[src/rtl/csm_pkg.sv]
// csm_pkg: constants and types of the capacitive-sense channel select and activity monitor
package csm_pkg;

	// register indices; byte address is four times the index
	localparam logic [9:0] CSM_IDX_CHAN_SEL = 10'h0ab;
	localparam logic [9:0] CSM_IDX_MONITOR  = 10'h0de;
	localparam logic [9:0] CSM_IDX_STATUS   = 10'h0df;
	localparam int         CSM_ADDR_W       = 12;
	localparam logic [CSM_ADDR_W-1:0] CSM_ADDR_CHAN_SEL = {CSM_IDX_CHAN_SEL, 2'b00};
	localparam logic [CSM_ADDR_W-1:0] CSM_ADDR_MONITOR  = {CSM_IDX_MONITOR, 2'b00};
	localparam logic [CSM_ADDR_W-1:0] CSM_ADDR_STATUS   = {CSM_IDX_STATUS, 2'b00};

	// reset values
	localparam logic [7:0] CSM_CHAN_SEL_RST = 8'h00;
	localparam logic [7:0] CSM_MONITOR_RST  = 8'h00;

	// monitor register field positions
	localparam int CSM_BIT_UART = 7;
	localparam int CSM_BIT_SPI  = 6;
	localparam int CSM_BIT_SMB  = 5;
	localparam int CSM_BIT_PCA  = 4;
	localparam int CSM_BIT_PIO  = 3;
	localparam int CSM_BIT_CMP  = 2;
	localparam int CSM_MODE_HI  = 1;
	localparam int CSM_MODE_LO  = 0;

	// channel field and decode limits
	localparam int         CSM_CHAN_W    = 4;
	localparam logic [3:0] CSM_CHAN_LAST = 4'hd;

	// status register field positions
	localparam int CSM_ST_EVENT   = 0;
	localparam int CSM_ST_CNT_LO  = 1;
	localparam int CSM_ST_CNT_HI  = 3;
	localparam int CSM_ST_CONV    = 4;

	// consecutive retry limits
	localparam logic [2:0] CSM_LIMIT_TWO  = 3'h2;
	localparam logic [2:0] CSM_LIMIT_FOUR = 3'h4;

	// axi responses
	localparam logic [1:0] CSM_RESP_OKAY   = 2'h0;
	localparam logic [1:0] CSM_RESP_SLVERR = 2'h2;

	typedef enum logic [1:0] {
		CSM_RETRY_ALL,
		CSM_RETRY_TWO,
		CSM_RETRY_FOUR,
		CSM_RETRY_RSVD
	} csm_mode_t;

	// watched peripheral pins
	typedef struct packed {
		logic       uart_tx;
		logic [2:0] spi_out;
		logic [1:0] smb;
		logic [2:0] pca_out;
		logic       cmp_out;
	} csm_watch_t;

	localparam int CSM_WATCH_W = $bits(csm_watch_t);

endpackage

[src/rtl/csm_change_det.sv]
// csm_change_det: two-stage pin synchroniser and per-pin change detector
`timescale 1ns/1ps
module csm_change_det #(
	parameter int W = 10
) (
	// clock and reset
	input  wire logic         aclk,
	input  wire logic         aresetn,
	input  wire logic         clk_en,
	// pins and change flags
	input  wire logic [W-1:0] pins,
	output logic      [W-1:0] changed
);

	logic [W-1:0] meta_q;
	logic [W-1:0] sync_q;
	logic [W-1:0] prev_q;

	if (W < 1)
		$error("csm_change_det needs at least one pin");

	// first stage feeds only the second stage
	always_ff @(posedge aclk)
	begin
		if (!aresetn)
		begin
			meta_q <= '0;
			sync_q <= '0;
		end
		else if (clk_en)
		begin
			meta_q <= pins;
			sync_q <= meta_q;
		end
	end

	// history after the synchroniser; reset state matches so no false edge
	always_ff @(posedge aclk)
	begin
		if (!aresetn)
			prev_q <= '0;
		else if (clk_en)
			prev_q <= sync_q;
	end

	assign changed = sync_q ^ prev_q;

endmodule

[src/rtl/csm_monitor_top.sv]
// csm_monitor_top: sense channel select and activity monitor with an axi4-lite register slave
`timescale 1ns/1ps
// Behaviour
// - Bit 6 enables watching the sync serial output pins during conversion.
// - Bit 5 enables watching the two-wire bus pins during conversion.
// - Bit 4 enables watching the counter array output pins during conversion.
// - Bit 3 makes any port output latch write during conversion a monitored event.
// - Bit 2 enables watching comparator zero output transitions during conversion.
// - Channel selection comes from firmware writes or from the scan hardware.
// - Firmware writes change the routed channel at once, scan on or off, but a scan load in the same cycle wins.
// - With scanning enabled, scan hardware updates the selection register itself.
// - Codes 0-7 select port 0 pins, 8-13 port 1 pins; 14,15 reserved.
module csm_monitor_top
	import csm_pkg::*;
(
	// clock, reset, enable
	input  wire logic                  aclk,
	input  wire logic                  aresetn,
	input  wire logic                  clk_en,
	// axi4-lite write address
	input  wire logic [CSM_ADDR_W-1:0] s_axi_awaddr,
	input  wire logic                  s_axi_awvalid,
	output logic                       s_axi_awready,
	// axi4-lite write data
	input  wire logic [31:0]           s_axi_wdata,
	input  wire logic [3:0]            s_axi_wstrb,
	input  wire logic                  s_axi_wvalid,
	output logic                       s_axi_wready,
	// axi4-lite write response
	output logic [1:0]                 s_axi_bresp,
	output logic                       s_axi_bvalid,
	input  wire logic                  s_axi_bready,
	// axi4-lite read
	input  wire logic [CSM_ADDR_W-1:0] s_axi_araddr,
	input  wire logic                  s_axi_arvalid,
	output logic                       s_axi_arready,
	output logic [31:0]                s_axi_rdata,
	output logic [1:0]                 s_axi_rresp,
	output logic                       s_axi_rvalid,
	input  wire logic                  s_axi_rready,
	// scan sequencer
	input  wire logic                  scan_en,
	input  wire logic                  scan_load,
	input  wire logic [CSM_CHAN_W-1:0] scan_chan,
	// converter
	input  wire logic                  conv_active,
	input  wire logic                  bit_cycle_end,
	// monitored activity
	input  wire csm_watch_t            watch_pins,
	input  wire logic                  port_latch_wr,
	// analog mux and retry request
	output logic [CSM_CHAN_W-1:0]      sense_chan,
	output logic                       sense_chan_valid,
	output logic                       bit_retry
);

	// true for the fourteen implemented channel codes
	function automatic logic chan_ok(input logic [CSM_CHAN_W-1:0] c);
		chan_ok = (c <= CSM_CHAN_LAST);
	endfunction

	// true where an address maps to a register
	function automatic logic addr_ok(input logic [CSM_ADDR_W-1:0] a);
		addr_ok = (a == CSM_ADDR_CHAN_SEL) || (a == CSM_ADDR_MONITOR) || (a == CSM_ADDR_STATUS);
	endfunction

	logic [CSM_ADDR_W-1:0] awaddr_q;
	logic [31:0]           wdata_q;
	logic [3:0]            wstrb_q;
	logic                  wr_go;
	logic                  wr_chan;
	logic                  wr_mon;
	logic                  wr_stat;
	logic [7:0]            chan_reg_q;
	logic [7:0]            mon_q;
	logic                  event_q;
	logic                  bit_evt_q;
	logic [2:0]            cnt_q;
	logic [2:0]            cnt_d;
	logic                  retry_d;
	logic [CSM_WATCH_W-1:0] changed;
	csm_watch_t            chg;
	logic                  pin_evt;
	logic                  mon_evt;
	logic                  hit;
	logic [2:0]            limit;
	csm_mode_t             mode;
	logic [7:0]            status;

	// pin activity, synchronised inside
	csm_change_det #(
		.W (CSM_WATCH_W)
	) u_det (
		.aclk    (aclk),
		.aresetn (aresetn),
		.clk_en  (clk_en),
		.pins    (watch_pins),
		.changed (changed)
	);

	assign chg = changed;

	// write address channel; held until the response is taken
	always_ff @(posedge aclk)
	begin
		if (!aresetn)
		begin
			s_axi_awready <= 1'b1;
			awaddr_q      <= '0;
		end
		else if (clk_en)
		begin
			if (s_axi_awvalid && s_axi_awready)
			begin
				s_axi_awready <= 1'b0;
				awaddr_q      <= s_axi_awaddr;
			end
			else if (s_axi_bvalid && s_axi_bready)
				s_axi_awready <= 1'b1;
		end
	end

	// write data channel; taken independently of the address
	always_ff @(posedge aclk)
	begin
		if (!aresetn)
		begin
			s_axi_wready <= 1'b1;
			wdata_q      <= '0;
			wstrb_q      <= '0;
		end
		else if (clk_en)
		begin
			if (s_axi_wvalid && s_axi_wready)
			begin
				s_axi_wready <= 1'b0;
				wdata_q      <= s_axi_wdata;
				wstrb_q      <= s_axi_wstrb;
			end
			else if (s_axi_bvalid && s_axi_bready)
				s_axi_wready <= 1'b1;
		end
	end

	// both halves held and no response pending: commit once
	assign wr_go   = !s_axi_awready && !s_axi_wready && !s_axi_bvalid;
	assign wr_chan = wr_go && wstrb_q[0] && (awaddr_q == CSM_ADDR_CHAN_SEL);
	assign wr_mon  = wr_go && wstrb_q[0] && (awaddr_q == CSM_ADDR_MONITOR);
	assign wr_stat = wr_go && wstrb_q[0] && (awaddr_q == CSM_ADDR_STATUS);

	// write response
	always_ff @(posedge aclk)
	begin
		if (!aresetn)
		begin
			s_axi_bvalid <= 1'b0;
			s_axi_bresp  <= CSM_RESP_OKAY;
		end
		else if (clk_en)
		begin
			if (wr_go)
			begin
				s_axi_bvalid <= 1'b1;
				s_axi_bresp  <= addr_ok(awaddr_q) ? CSM_RESP_OKAY : CSM_RESP_SLVERR;
			end
			else if (s_axi_bvalid && s_axi_bready)
				s_axi_bvalid <= 1'b0;
		end
	end

	// channel select: upper bits reserved and kept at zero
	always_ff @(posedge aclk)
	begin
		if (!aresetn)
			chan_reg_q <= CSM_CHAN_SEL_RST;
		else if (clk_en)
		begin
			if (scan_en && scan_load)
				chan_reg_q <= {4'h0, scan_chan};
			else if (wr_chan)
				chan_reg_q <= {4'h0, wdata_q[CSM_CHAN_W-1:0]};
		end
	end

	// routed channel follows the register one cycle later
	always_ff @(posedge aclk)
	begin
		if (!aresetn)
		begin
			sense_chan       <= CSM_CHAN_SEL_RST[CSM_CHAN_W-1:0];
			sense_chan_valid <= 1'b1;
		end
		else if (clk_en)
		begin
			sense_chan       <= chan_reg_q[CSM_CHAN_W-1:0];
			sense_chan_valid <= chan_ok(chan_reg_q[CSM_CHAN_W-1:0]);
		end
	end

	// monitor enables and retry mode, all software owned
	always_ff @(posedge aclk)
	begin
		if (!aresetn)
			mon_q <= CSM_MONITOR_RST;
		else if (clk_en && wr_mon)
			mon_q <= wdata_q[7:0];
	end

	assign mode = csm_mode_t'(mon_q[CSM_MODE_HI:CSM_MODE_LO]);

	// gate each watched group by its enable
	always_comb
	begin
		pin_evt = 1'b0;
		pin_evt = pin_evt | (mon_q[CSM_BIT_UART] & chg.uart_tx);
		pin_evt = pin_evt | (mon_q[CSM_BIT_SPI] & (|chg.spi_out));
		pin_evt = pin_evt | (mon_q[CSM_BIT_SMB] & (|chg.smb));
		pin_evt = pin_evt | (mon_q[CSM_BIT_PCA] & (|chg.pca_out));
		pin_evt = pin_evt | (mon_q[CSM_BIT_PIO] & port_latch_wr);
		pin_evt = pin_evt | (mon_q[CSM_BIT_CMP] & chg.cmp_out);
	end

	// only activity inside a conversion counts
	assign mon_evt = conv_active && pin_evt;
	assign hit     = bit_evt_q || mon_evt;

	// event seen in the current bit cycle
	always_ff @(posedge aclk)
	begin
		if (!aresetn)
			bit_evt_q <= 1'b0;
		else if (clk_en)
		begin
			if (!conv_active || bit_cycle_end)
				bit_evt_q <= 1'b0;
			else if (mon_evt)
				bit_evt_q <= 1'b1;
		end
	end

	// consecutive retry limit per mode
	always_comb
	begin
		limit = CSM_LIMIT_TWO;
		unique case (mode)
			CSM_RETRY_ALL:  limit = CSM_LIMIT_FOUR;
			CSM_RETRY_TWO:  limit = CSM_LIMIT_TWO;
			CSM_RETRY_FOUR: limit = CSM_LIMIT_FOUR;
			CSM_RETRY_RSVD: limit = CSM_LIMIT_TWO;
		endcase
	end

	// retry decision at the end of each bit cycle
	always_comb
	begin
		retry_d = 1'b0;
		cnt_d   = cnt_q;
		if (!conv_active)
			cnt_d = '0;
		else if (bit_cycle_end)
		begin
			if (!hit)
				cnt_d = '0;
			else if (mode == CSM_RETRY_ALL)
				retry_d = 1'b1;
			else if (mode != CSM_RETRY_RSVD && cnt_q < limit)
			begin
				retry_d = 1'b1;
				cnt_d   = cnt_q + 3'h1;
			end
			else
				cnt_d = '0; // limit reached or reserved mode: accept the bit and rearm
		end
	end

	// retry pulse and run length
	always_ff @(posedge aclk)
	begin
		if (!aresetn)
		begin
			bit_retry <= 1'b0;
			cnt_q     <= '0;
		end
		else if (clk_en)
		begin
			bit_retry <= retry_d;
			cnt_q     <= cnt_d;
		end
	end

	// sticky event flag; a new event beats a software clear
	always_ff @(posedge aclk)
	begin
		if (!aresetn)
			event_q <= 1'b0;
		else if (clk_en)
		begin
			if (mon_evt)
				event_q <= 1'b1;
			else if (wr_stat && wdata_q[CSM_ST_EVENT])
				event_q <= 1'b0;
		end
	end

	// status view of the block's own state
	always_comb
	begin
		status                            = '0;
		status[CSM_ST_EVENT]              = event_q;
		status[CSM_ST_CNT_HI:CSM_ST_CNT_LO] = cnt_q;
		status[CSM_ST_CONV]               = conv_active;
	end

	// read channel; data picked at the address handshake
	always_ff @(posedge aclk)
	begin
		if (!aresetn)
		begin
			s_axi_arready <= 1'b1;
			s_axi_rvalid  <= 1'b0;
			s_axi_rdata   <= '0;
			s_axi_rresp   <= CSM_RESP_OKAY;
		end
		else if (clk_en)
		begin
			if (s_axi_arvalid && s_axi_arready)
			begin
				s_axi_arready <= 1'b0;
				s_axi_rvalid  <= 1'b1;
				s_axi_rresp   <= addr_ok(s_axi_araddr) ? CSM_RESP_OKAY : CSM_RESP_SLVERR;
				unique case (s_axi_araddr)
					CSM_ADDR_CHAN_SEL: s_axi_rdata <= {24'h0, chan_reg_q};
					CSM_ADDR_MONITOR:  s_axi_rdata <= {24'h0, mon_q};
					CSM_ADDR_STATUS:   s_axi_rdata <= {24'h0, status};
					default:           s_axi_rdata <= '0;
				endcase
			end
			else if (s_axi_rvalid && s_axi_rready)
			begin
				s_axi_rvalid  <= 1'b0;
				s_axi_arready <= 1'b1;
			end
		end
	end

endmodule

[config.mk]
export PLATFORM = sky130hd
export DESIGN_NAME = csm_monitor_top
export DESIGN_NICKNAME = d
export VERILOG_FILES = /design/src/rtl/csm_pkg.sv /design/src/rtl/csm_change_det.sv /design/src/rtl/csm_monitor_top.sv
export SDC_FILE = /design/constraint.sdc
export NUM_CORES = 1
export LEC_CHECK = 0
export BUFFER_PORTS_ARGS = -buffer_cell sky130_fd_sc_hd__buf_4
export CAP_MARGIN = 40
export CORE_MARGIN = 4
export CORE_UTILIZATION = 54
export DETAILED_ROUTE_END_ITERATION = 10
export GPL_TIMING_DRIVEN = 0
export PLACE_DENSITY = 0.89
export RECOVER_POWER = 25
export REMOVE_ABC_BUFFERS = 1
export SLEW_MARGIN = 20
export SYNTH_ARGS = -nofsm -noshare
export SYNTH_HDL_FRONTEND = slang
export SYNTH_SLANG_ARGS = --single-unit
[constraint.sdc]
create_clock -name aclk -period 5.4 [get_ports aclk]
set_clock_uncertainty 0.05 [all_clocks]
set_input_delay 0 -clock aclk [delete_from_list [all_inputs] [get_ports aclk]]
set_output_delay 0 -clock aclk [all_outputs]
set_load 0.01 [all_outputs]
==> flow_metrics.env <==
export IMPL_status="complete, no violations"
export IMPL_cts_buffer_depth=2
export IMPL_stdcell_count=645
export IMPL_synth_async_reset_ratio_pct=0
export IMPL_multiInputGateArea_mm2=0.001913
export IMPL_worstPathMaxFanout=8
export IMPL_dr_pass1_iters=5
export IMPL_fmax_mhz=391.3
export IMPL_clkLatencyLatePin_ps=350
export IMPL_track_usage_pct=22.54
export IMPL_rr_worst_depth=7
export IMPL_synth_avg_cell_area_um2=9.042
export IMPL_hpwl_mm=5.996
export IMPL_ys_flop_type="dfxtp_1"
export IMPL_ys_warn_count=0
export IMPL_ff_latch_area_mm2=0.001782
export IMPL_setup_tns_ps=0
export IMPL_wl_mm=9.331
export IMPL_path_clk_slew_ps=90
export IMPL_power_density_mw_per_mm2=261.6
export IMPL_cts_root_buffer="clkbuf_8"
export IMPL_slew_headroom_pct=49.37
export IMPL_synth_edf_count=0
export IMPL_die_area_mm2=0.008676
export IMPL_start_util_pct=56.68
export IMPL_timing_final_ws_setup_ps=2845
export IMPL_synth_seq_cells=89
export IMPL_netlist_instances=433
export IMPL_fin_crit_ps=2555
export IMPL_p_leak_nw=2.106
export IMPL_cts_buffers=9
export IMPL_max_slew_worst_pin_slew_ps=759.4
export IMPL_grt_ovfl_total=0
export IMPL_worstPathArrival_ps=2800
export IMPL_setup_violations=0
export IMPL_fp_row_count=30
export IMPL_antenna_left=0
export IMPL_cp_required_ps=5650
export IMPL_fin_crit_sh_pct=47.32
export IMPL_post_route_util_pct=72.30
export IMPL_drive_above_1_share_pct=15.12
export IMPL_antenna_found_initial=0
export IMPL_viasPerCell=5.302
export IMPL_grt_start_max_net_pins=82
export IMPL_grt_pass1_wl_mm=15.83
export IMPL_drc=0
export IMPL_fp_dieW_um=93.15
export IMPL_ys_types=47
export IMPL_endpoint_kind="register"
export IMPL_htree_levels=3
export IMPL_first_iter_violations=264
export IMPL_netlist_area_mm2=0.003915
export IMPL_place_congestion=0.7828
export IMPL_n_fill_cell=515
export IMPL_pin_count=134
export IMPL_die_h_um=93.15
export IMPL_nNetsFinal=633
export IMPL_dp_cells=585
export IMPL_core_area_mm2=0.006907
export IMPL_finalMaxSlewViolations=0
export IMPL_yosysSeqAreaShare_pct=45.51
export IMPL_io_buffer_count=80
export IMPL_post_drt_wl_per_cell_um=14.47
export IMPL_grt_pass1_vias=3473
export IMPL_cts_tree="done"
export IMPL_finalHoldViolCount=0
export IMPL_cts_sinks=89
export IMPL_hold_path_class="in -> reg"
export IMPL_num_antenna_cells=0
export IMPL_worstSetupStartpointType="register"
export IMPL_whs_path_depth=5
export IMPL_ctsResizeCount=0
export IMPL_rsz0062_at_grt="no"
export IMPL_ir_drop_uv=215.8
export IMPL_cap_violations=0
export IMPL_dpl_worst_slack_ps=3332
export IMPL_whs_ps=17.65
export IMPL_vias=3420
export IMPL_criticalPathCategory="reg -> reg"
export IMPL_area_delta_synth_final_pct=27.55
## worst paths after layout
path	from	end	slack [ps]
setup reg to reg	awaddr_q[0]	chan_reg_q[0]	2840
hold reg to reg	wdata_q[5]	wdata_q[5]	410
hold / removal	bit_cycle_end	bit_retry	20
setup / recovery	awaddr_q[0]	chan_reg_q[0]	2840
## synthesized netlist by cell type, types with 2 or more instances
library cell	n	share of area, %
nand3_1	13	1.7
a21oi_1	30	3.8
clkbuf_1	17	1.6
nand2_1	61	5.8
nand2b_1	2	0.32
buf_4	26	5.0
nor4b_1	2	0.45
and4b_1	2	0.51
inv_1	2	0.19
or2_2	2	0.32
a31oi_1	5	0.80
nand4b_1	2	0.45
o211ai_1	2	0.38
a21o_1	3	0.58
nor2_1	59	5.7
o21ai_0	8	1.0
a2bb2oi_1	8	1.8
a311oi_1	5	1.1
and3_1	3	0.48
buf_1	3	0.29
mux2i_1	47	12
dfxtp_1	89	46
nor3_1	2	0.26
xor2_1	10	2.2
o31ai_1	3	0.58
ha_1	2	0.64
clkbuf_8	2	0.70
nand4_1	4	0.64
## worst max-delay path, cell delays in order, from the launching register on
cell           delay, ps
dfxtp_1              320
or4b_4               550
nor3_4               280
nand3_2              140
o21ai_4              260
nor2_1                80
a311oi_1             230
dlygate4sd3_1        590
## metal layers
layer	vias up	global-route usage [%]	wire length, µm
li1	1663	-	-
met1	1573	27.31	3884
met2	163	39.11	4535
met3	21	3.701	686
met4	0	10.26	225
met5	-	0	0
## registers in the layout, indices dropped and copies added, names as in the netlist, 3 cells and up
signal,count
awaddr_q,12
u_det.meta_q,10
u_det.prev_q,10
u_det.sync_q,10
mon_q,8
s_axi_rdata,8
wdata_q,8
chan_reg_q,4
sense_chan,4
cnt_q,3
## what timing repair did
item,4_1_cts,5_1_grt
buffers inserted,0,0
hold buffers,44,0
endpoints found under the hold margin,47,0
## power by group
group / total (W) / internal (W) / switching [W]
registers: 0.000694 / 0.000677 / 0.0000170
clock network: 0.000465 / 0.000240 / 0.000225
logic: 0.000148 / 0.0000747 / 0.0000732
total: 0.00131 / 0.000991 / 0.000316
## logic make-up (layout without fill, tap and decap cells)
| group | Yosys count | count (layout) | share of synthesized area [%] |
|---|---|---|---|
| other | 1 | 26 | 0.09579 |
| AND/OR/NAND/NOR | 160 | 160 | 19.43 |
| XOR/XNOR | 10 | 10 | 2.237 |
| adder cells (fa/ha/maj) | 2 | 2 | 0.6391 |
| buffers and inverters | 52 | 143 | 8.022 |
| AO/OA/AOI/OAI | 72 | 72 | 12.05 |
| flip-flops | 89 | 89 | 45.51 |
| multiplexers | 47 | 47 | 12.02 |
## cell type report
type / instances / share of cell area, %
multi-input cells: 317 / 38.31
flip-flops and latches: 89 / 35.68
repair buffers: 124 / 19.19
clock buffers: 12 / 3.107
well taps: 96 / 2.405
clock inverters: 4 / 1.027
inverters: 3 / 0.2756
## placed cells by master (no fill, tap or decap), types with 3 or more instances in the layout
cell	instances
dfxtp_1	89
nand2_1	61
nor2_1	59
buf_4	58
mux2i_1	47
dlygate4sd3_1	44
a21oi_1	30
conb_1	26
clkbuf_1	23
nand3_1	13
clkbuf_8	11
xor2_1	10
o21ai_0	8
a2bb2oi_1	8
a31oi_1	5
a311oi_1	5
nand4_1	4
and3_1	3
a21o_1	3
o31ai_1	3
## metrics by stage
stage	area, µm²	total power [W]
after detailed placement	4429	0.0008306
after CTS	5076	0.001310
after global routing	4994	0.001360
after global placement	4427	0.0008250
after floorplan	3706	0.0007643
final	4994	0.001307
No activity file was read; power rests on OpenSTA's default activity.
